<file path="config.mk">
export PLATFORM = sky130hd
export DESIGN_NAME = idp_top
export DESIGN_NICKNAME = d
export VERILOG_FILES = /design/src/include/idp_pkg.sv /design/src/include/idp_wr_if.sv /design/src/design/idp_out_latch.sv /design/src/design/idp_top.sv
export SDC_FILE = /design/constraint.sdc
export NUM_CORES = 1
export LEC_CHECK = 0
export BUFFER_PORTS_ARGS = -buffer_cell sky130_fd_sc_hd__buf_4
export CAP_MARGIN = 5
export CORE_MARGIN = 4
export CORE_UTILIZATION = 45
export CTS_BUF_LIST = sky130_fd_sc_hd__clkbuf_16
export DETAILED_ROUTE_END_ITERATION = 16
export PLACE_DENSITY = 0.88
export SLEW_MARGIN = 0
export SYNTH_ARGS = -nofsm -noshare
export SYNTH_HDL_FRONTEND = slang
export SYNTH_HIERARCHICAL = 1
export SYNTH_SLANG_ARGS = --single-unit
</file>
<file path="constraint.sdc">
create_clock -name CLK_SYS -period 2.4 [get_ports CLK_SYS]
set_clock_uncertainty 0.15 [all_clocks]
set_input_delay 0.48 -clock CLK_SYS [delete_from_list [all_inputs] [get_ports CLK_SYS]]
set_output_delay 0.48 -clock CLK_SYS [all_outputs]
set_load 0.03 [all_outputs]
</file>
<file path="src/include/idp_pkg.sv">
// constants and types shared by the isolated/ttl digital i/o port
package idp_pkg;
    // ======================================================
    // register offsets within the four-byte block
    localparam logic [1:0] OFS_ISO_LO = 2'h0;
    localparam logic [1:0] OFS_ISO_HI = 2'h1;
    localparam logic [1:0] OFS_TTL_LO = 2'h2;
    localparam logic [1:0] OFS_TTL_HI = 2'h3;
    // ======================================================
    // address decode: lines a9..a2 select the block
    localparam int ADDR_W = 10;
    localparam int BASE_MSB = 9;
    localparam int BASE_LSB = 2;
    localparam int OFS_MSB = 1;
    localparam logic [7:0] BASE_DEFAULT = 8'hC0;
    // ======================================================
    // byte and port widths
    localparam int BYTE_W = 8;
    localparam int PORT_W = 16;
    localparam logic [15:0] OUT_RESET = 16'h0000;
    localparam logic [7:0] DATA_RESET = 8'h00;
    // ======================================================
    // interrupt configuration encodings
    typedef enum logic [1:0] {
        SRC_ISO_CH0 = 2'h0,
        SRC_ISO_CH1 = 2'h1,
        SRC_TTL_CH0 = 2'h2,
        SRC_TTL_CH1 = 2'h3
    } idp_src_type;
    localparam logic EDGE_RISING = 1'b0;
    localparam logic EDGE_FALLING = 1'b1;
    localparam logic [2:0] IRQ_LINE_MIN = 3'h2;
    localparam logic [2:0] IRQ_LINE_MAX = 3'h7;
    localparam int IRQ_LINES = 6;
    localparam logic [5:0] IRQ_IDLE = 6'h00;
    localparam logic [5:0] IRQ_ONE = 6'h01;
endpackage : idp_pkg

</file>
<file path="src/include/idp_wr_if.sv">
// carrier between bus front end and output latches
`timescale 1ns/100ps
interface idp_wr_if;
    logic wr_en;
    logic [1:0] wr_ofs;
    logic [7:0] wr_data;
    logic [15:0] iso_q;
    logic [15:0] ttl_q;
    modport ctl (output wr_en, output wr_ofs, output wr_data,
        input iso_q, input ttl_q);
    modport lat (input wr_en, input wr_ofs, input wr_data,
        output iso_q, output ttl_q);
endinterface : idp_wr_if

</file>
<file path="src/design/idp_out_latch.sv">
// output byte latches for isolated and ttl output ports
`timescale 1ns/100ps
module idp_out_latch (
    // clock and reset
    input wire logic clk,
    input wire logic rst,
    // write side
    idp_wr_if.lat wr
);
    typedef struct packed {
        logic [15:0] iso;
        logic [15:0] ttl;
    } idp_lat_type;

    idp_lat_type st_r;
    idp_lat_type st_nxt;

    // ======================================================
    // byte steering: each write touches only its own byte
    always_comb begin
        st_nxt = st_r;
        if (wr.wr_en) begin
            case (wr.wr_ofs)
                idp_pkg::OFS_ISO_LO: st_nxt.iso[7:0] = wr.wr_data;
                idp_pkg::OFS_ISO_HI: st_nxt.iso[15:8] = wr.wr_data;
                idp_pkg::OFS_TTL_LO: st_nxt.ttl[7:0] = wr.wr_data;
                idp_pkg::OFS_TTL_HI: st_nxt.ttl[15:8] = wr.wr_data;
                default: st_nxt = st_r;
            endcase
        end
    end

    always_ff @(posedge clk) begin
        if (rst) begin
            st_r.iso <= idp_pkg::OUT_RESET;
            st_r.ttl <= idp_pkg::OUT_RESET;
        end else begin
            st_r <= st_nxt;
        end
    end

    // a one bit turns the channel on, zero turns it off
    assign wr.iso_q = st_r.iso;
    assign wr.ttl_q = st_r.ttl;
endmodule : idp_out_latch

</file>
<file path="src/design/idp_top.sv">
// isolated and ttl digital i/o port with one edge interrupt
`timescale 1ns/100ps
// Functional notes
// - interrupt comes from one selected input channel
// - channels 0-7 low byte, 8-15 high byte
// - written one turns output on, zero off
// - reads return live input states
// - isolated at base+0/1, ttl at base+2/3
// - rising or falling edge selectable, rising default
// - irq routed to line 2..7 or disabled
// - a9..a2 matched against configured base
module idp_top (
    // clock and reset
    input wire logic CLK_SYS,
    input wire logic RESET,
    // host i/o bus
    input wire logic [9:0] ADDR,
    input wire logic AEN,
    input wire logic IOW_N,
    input wire logic IOR_N,
    input wire logic [7:0] DATA_IN,
    output logic [7:0] DATA_OUT,
    output logic DATA_OE,
    // configuration straps
    input wire logic [7:0] BASE_ADDRESS_SELECT,
    input wire logic [1:0] INTERRUPT_SOURCE_SELECT,
    input wire logic INTERRUPT_EDGE_SELECT,
    input wire logic [2:0] INTERRUPT_LINE_SELECT,
    // channel pins
    input wire logic [15:0] ISOLATED_INPUT_BITS,
    input wire logic [15:0] TTL_INPUT_BITS,
    output logic [15:0] ISOLATED_OUTPUT_BITS,
    output logic [15:0] TTL_OUTPUT_BITS,
    // interrupt request lines 2..7
    output logic [5:0] IRQ_LINES
);
    typedef struct packed {
        logic iow_prev;
        logic src_prev;
        logic [7:0] rdata;
        logic rd_oe;
        logic [5:0] irq;
    } idp_state_type;

    idp_state_type st_r;
    idp_state_type st_nxt;

    idp_wr_if wr ();

    // ======================================================
    // helpers
    function automatic logic block_hit(input logic [9:0] a,
        input logic aen, input logic [7:0] base);
        block_hit = !aen
            && (a[idp_pkg::BASE_MSB:idp_pkg::BASE_LSB] == base);
    endfunction : block_hit

    function automatic logic [7:0] in_byte(input logic [1:0] ofs,
        input logic [15:0] iso, input logic [15:0] ttl);
        case (ofs)
            idp_pkg::OFS_ISO_LO: in_byte = iso[7:0];
            idp_pkg::OFS_ISO_HI: in_byte = iso[15:8];
            idp_pkg::OFS_TTL_LO: in_byte = ttl[7:0];
            idp_pkg::OFS_TTL_HI: in_byte = ttl[15:8];
            default: in_byte = idp_pkg::DATA_RESET;
        endcase
    endfunction : in_byte

    function automatic logic src_bit(input logic [1:0] sel,
        input logic [15:0] iso, input logic [15:0] ttl);
        case (sel)
            idp_pkg::SRC_ISO_CH0: src_bit = iso[0];
            idp_pkg::SRC_ISO_CH1: src_bit = iso[1];
            idp_pkg::SRC_TTL_CH0: src_bit = ttl[0];
            idp_pkg::SRC_TTL_CH1: src_bit = ttl[1];
            default: src_bit = 1'b0;
        endcase
    endfunction : src_bit

    // ======================================================
    // combinational next state
    logic hit;
    logic wr_pulse;
    logic src_now;
    logic edge_seen;
    logic [2:0] line_idx;

    always_comb begin
        hit = block_hit(ADDR, AEN, BASE_ADDRESS_SELECT);
        // one write per strobe, on its falling edge
        wr_pulse = hit && !IOW_N && st_r.iow_prev;
        src_now = src_bit(INTERRUPT_SOURCE_SELECT,
            ISOLATED_INPUT_BITS, TTL_INPUT_BITS);
        if (INTERRUPT_EDGE_SELECT == idp_pkg::EDGE_FALLING) begin
            edge_seen = st_r.src_prev && !src_now;
        end else begin
            edge_seen = !st_r.src_prev && src_now;
        end
        line_idx = INTERRUPT_LINE_SELECT - idp_pkg::IRQ_LINE_MIN;

        st_nxt = st_r;
        st_nxt.iow_prev = IOW_N;
        st_nxt.src_prev = src_now;
        // reads return the pins, never the output latches
        st_nxt.rd_oe = hit && !IOR_N;
        st_nxt.rdata = in_byte(ADDR[idp_pkg::OFS_MSB:0],
            ISOLATED_INPUT_BITS, TTL_INPUT_BITS);
        st_nxt.irq = idp_pkg::IRQ_IDLE;
        if (edge_seen
            && INTERRUPT_LINE_SELECT >= idp_pkg::IRQ_LINE_MIN
            && INTERRUPT_LINE_SELECT <= idp_pkg::IRQ_LINE_MAX) begin
            st_nxt.irq = idp_pkg::IRQ_ONE << line_idx;
        end

        wr.wr_en = wr_pulse;
        wr.wr_ofs = ADDR[idp_pkg::OFS_MSB:0];
        wr.wr_data = DATA_IN;
    end

    always_ff @(posedge CLK_SYS) begin
        if (RESET) begin
            st_r.iow_prev <= 1'b1;
            st_r.src_prev <= 1'b0;
            st_r.rdata <= idp_pkg::DATA_RESET;
            st_r.rd_oe <= 1'b0;
            st_r.irq <= idp_pkg::IRQ_IDLE;
        end else begin
            st_r <= st_nxt;
        end
    end

    // ======================================================
    // output latches
    idp_out_latch u_latch (
        .clk(CLK_SYS),
        .rst(RESET),
        .wr(wr.lat)
    );

    assign DATA_OUT = st_r.rdata;
    assign DATA_OE = st_r.rd_oe;
    assign IRQ_LINES = st_r.irq;
    assign ISOLATED_OUTPUT_BITS = wr.iso_q;
    assign TTL_OUTPUT_BITS = wr.ttl_q;
endmodule : idp_top

</file>
Word level (Yosys, flattened, before mapping)
Index checks and enable logic that the tools add are counted.
Word-level totals
  input bits: 69
  word-level logic and storage cells: 44
  register bits: 49
  output and inout bits: 47
Cells by class
  add/subtract/negate cells: 1
  bitwise logic cells: 1
  equal/unequal tests: 7
  reduce and logical (&&, ||, !) cells: 20
  multiplexer cells: 3
  shifts and indexed selects: 1
  $lt $le $gt $ge: 2
Operator list (count)
  $pmux W8 S4: 1
  $eq A2 B2 Y1 const B: 4
  $eq A8 B8 Y1: 1
  $logic_and A1 B1 Y1: 8
  $reduce_and A2 Y1: 4
  $shl A1 B3 Y6 const A: 1
  $logic_not A1 Y1: 5
  $eq A2 B1 Y1 const B: 2
  $logic_not A2 Y1: 2
  $pmux W1 S4: 1
  $ge A3 B2 Y1 const B: 1
  $le A3 B3 Y1 const B: 1
  $sub A3 B2 Y3 const B: 1
  $reduce_or A2 Y1: 1
  $mux W1: 1
  $not A1 Y1: 1

Depth between registers and ports, before layout
  depth after elaboration: 9
  depth in mapped cells: 6
  gate-level depth less buffers: 5

Hierarchy
Netlist, hierarchy kept.
By module, submodules not included
  idp_out_latch: sequential area each 640.6 µm², instances 1, area each 1285.0 µm², cells an instance 116
  idp_top: sequential area each 340.3 µm², instances 1, area each 977.2 µm², cells an instance 89

Worst setup path before layout
OpenSTA, ideal clock, no wires.
  path type: in2reg
  start: input BASE_ADDRESS_SELECT[0]
  end: register u_latch.st_r (netlist bit u_latch/wr.iso_q[0])
  stages on the path: 6
  arrival: 1823 ps
  path slack: 306 ps
  path buffers: 1
  data required time: 2129 ps
  setup time: 121 ps
  path through: xnor2_1 -> nand4_1 -> nor4_1 -> or3b_1 -> buf_6 -> mux2i_1
On the way
  word-level cells in the longest chain between the ends: 5
RTL lines
  from (decl): line idp_top.sv:25  | input wire logic [7:0] BASE_ADDRESS_SELECT,
  $eq A8 B8 Y1: line idp_top.sv:55  | && (a[idp_pkg::BASE_MSB:idp_pkg::BASE_LSB] == base);
  $logic_and A1 B1 Y1: line idp_top.sv:55
  $logic_and A1 B1 Y1 (2 in series): line idp_top.sv:91  | wr_pulse = hit && !IOW_N && st_r.iow_prev;
  net wr.wr_en: line idp_wr_if.sv:4  | logic wr_en;
  $reduce_and A2 Y1 (no line)
  to (signal assigned): line idp_out_latch.sv:38  | st_r <= st_nxt;
  to (decl): line idp_out_latch.sv:15  | idp_lat_type st_r;
The timed path passes the listed nets, and every way through them passes these cells.
A chain may end at the register's enable or synchronous reset.

Final worst setup path
  start: input BASE_ADDRESS_SELECT[0]
  end: register u_latch.st_r (netlist bit u_latch/wr.iso_q[2])
The elaborated chain is that of the path after synthesis.

==> flow_summary.toml <==
[timing]
finalCritPeriodShare_pct = 84.9
slew_headroom_pct = 71.9
min_period_ns = 2.04
finalSetupTns_ns = 0
rsz0062_at_grt = "no"
drv_slew = 0
setup_viol = 0
max_freq_mhz = 491
hold_viol_final = 0
tightest_slew_ns = 0.422
whs_ns = 0.230

[placed_design]
dp_hpwl_mm = 4.21
port_buffers = 115
gp_congestion = 0.817

[setup_path]
cp-end-kind = "flop"
timing.rr.end = "u_latch/wr.iso_q[2]$_SDFFE_PP0P_"
timing.rr.start = "st_r[16]$_SDFF_PP1_"
reg2reg_slack_ns = 0.55
rr_worst_depth = 5
cp_max_fo = 8
required_ns = 2.40
crit_path_start_kind = "input port"
cp.arrival_ns = 2.03
path_class = "input port to flop"

[yosys]
syn_avg_cell_area_sq_um = 11.0
seq_area_frac_synth_pct = 43.4
synthesis.nets = 276
synth_fa_ha_area_share_pct = 1.11
syn_inst = 205
synth_top_family_by_area = "multiplexers"
ys_top_cells_by_area = "dfxtp_1 43%, mux2i_1 14%, nand2b_1 12%"
synth-edff-count = 0
yosysTopAreaCell = "dfxtp_1"
synthMuxAreaShare_pct = 23.7
yosys_warnings = 6
synth_area_sq_um = 2260
synth_cell_type_count = 26
synth_ff_type = "dfxtp_1"
yosys.area_share.xor_xnor_pct = 3.10
ys_seq_elements = 49
post-synth-top-area-fraction_pct = 43.4
synth_compound_area_share_pct = 0.442
synthSimpleGateAreaFrac_pct = 21.1
synthArstFlopShare_pct = 0

[clock_network]
clock-sinks = 49
cts.path.max_buffers = 2
root_buffer = "clkbuf_16"
cts_setup_buffers = 0
cts_resized = 0
cts_made_buffers = 5
cts_hold_buf = 0
clk_pin_slew_ns = 0.06
clk_latency_ns = 0.28
cts_tree = "yes"
cts_max_level = 2

[detailed_routing]
ant_nets = 0
drt-met1-wl_mm = 2.05
route.met2.wl_mm = 2.83
post-route-drc-count = 0
first_iter_violations = 42
wire_per_inst_um = 14.2
vias_per_cell = 4.70
routed_wl_mm = 5.32
wl_met3_um = 364
vias = 1758
drtPass1Iterations = 4
highest_layer = "met4"

[finish]
layout_common_cells = "118 x buf_4, 49 x dfxtp_1, 44 x nand2b_1, 32 x mux2i_1, 10 x nor2b_1"
area_growth_syn_to_layout_pct = 43.3
layout-drive-gt1-share_pct = 43.6
antenna-diode-count = 0
nets = 377
final_core_util_pct = 67.7
final_common_cell = "buf_4"

[worst_hold_path]
hold_path_depth = 2
hold_end = "st_r[16]$_SDFF_PP1_"
hp-class = "input port to flop"
min_from = "IOW_N"

[die]
ios = 116
dieArea_sq_um = 6230
die_h_um = 78.9
core_area_sq_um = 4790
start_util_pct = 47.3
rows = 25
dieWidth_um = 78.9

[status]
status = "completed"

[global_route]
grt_pass1_wl_mm = 8.65
antenna_found_initial = 0
grt.total_usage_pct = 17.7
grt_pass1_vias = 1875
grt_overflow = 0
grt_max_degree = 55

[job]
drv_cap = 0

[power_and_ir_drop]
p_per_area_nw_per_um2 = 567
leakagePower_nw = 1.57
ir_drop_mv = 0.263
[cell families after synthesis]
family | Yosys count
and+or+nand+nor | 77
DFF | 49
muxes | 42
buffers and inverters | 26
xor gates and xnor gates | 8
adders and majority gates | 2
AOI/OAI and AO/OA | 1
[cell usage after synthesis, types with 2 or more instances]
cell type,count
dfxtp_1,49
nand3b_1,2
nand2b_1,44
mux4_2,9
inv_1,2
ha_1,2
clkbuf_1,6
mux2i_1,32
xnor2_1,8
nor2_1,4
nand2_1,2
nor2b_1,10
buf_4,14
nor4_1,4
nor4b_1,3
nand3_1,2
buf_2,3
[layer usage]
| metal | global-route usage, % | up-vias |
|---|---|---|
| li1 | - | 886 |
| met1 | 20.0 | 804 |
| met2 | 32.0 | 62 |
| met3 | 4.99 | 6 |
| met4 | 5.67 | 0 |
| met5 | 0 | - |
[report_power, final]
part / internal, W / total (W) / switching (W)
sequential: 0.000828 / 0.000831 / 0.00000371
combinational: 0.000148 / 0.000251 / 0.000103
clock: 0.000483 / 0.000754 / 0.000271
total: 0.00146 / 0.00184 / 0.000378
[critical path: stages]
cell     delay [ns]
buf_4          0.11
xnor2_1        0.14
nand4_1        0.13
nor4_1         0.24
buf_4          0.18
or3b_1         0.55
mux2i_1        0.19
[per-stage QoR]
step	area [sq um]	power, W	setup WS (ns)	cells
2_1_floorplan	2260	0.000991	0.306	205
3_3_place_gp	3080	0.00110	0.0932	366
3_5_place_dp	3080	0.00110	0.0789	366
4_1_cts	3240	0.00186	0.361	374
5_1_grt	3240	0.00192	0.175	374
6_report	3240	0.00184	0.363	374
[layout make-up]
cell class,instances,area (sq um)
timing repair buffer,118,886
inverter,2,7.51
clock inverter,3,37.5
multi-input combinational,130,1120
tap,67,83.8
fill,388,1550
clock buffer,5,125
sequential,49,981
[how the worst max path moves through the flow]
stage	from	endpoint	slack [ns]	cells past startpoint
floorplan	BASE_ADDRESS_SELECT[0]	u_latch/wr.iso_q[0]$_SDFFE_PP0P_	0.31	6
global placement	BASE_ADDRESS_SELECT[4]	u_latch/wr.iso_q[1]$_SDFFE_PP0P_	0.09	7
detailed placement	BASE_ADDRESS_SELECT[1]	u_latch/wr.iso_q[2]$_SDFFE_PP0P_	0.08	7
CTS	BASE_ADDRESS_SELECT[1]	u_latch/wr.iso_q[2]$_SDFFE_PP0P_	0.36	7
global route	BASE_ADDRESS_SELECT[2]	u_latch/wr.iso_q[2]$_SDFFE_PP0P_	0.17	7
finish	BASE_ADDRESS_SELECT[0]	u_latch/wr.iso_q[2]$_SDFFE_PP0P_	0.36	7
[registers in the layout, summed over array words and instances, names as in the netlist]
| name | count |
|---|---|
| u_latch/wr.iso_q | 16 |
| u_latch/wr.ttl_q | 16 |
| DATA_OUT | 8 |
| IRQ_LINES | 6 |
| st_r | 2 |
| DATA_OE | 1 |
No activity file was read; power rests on OpenSTA's default activity.
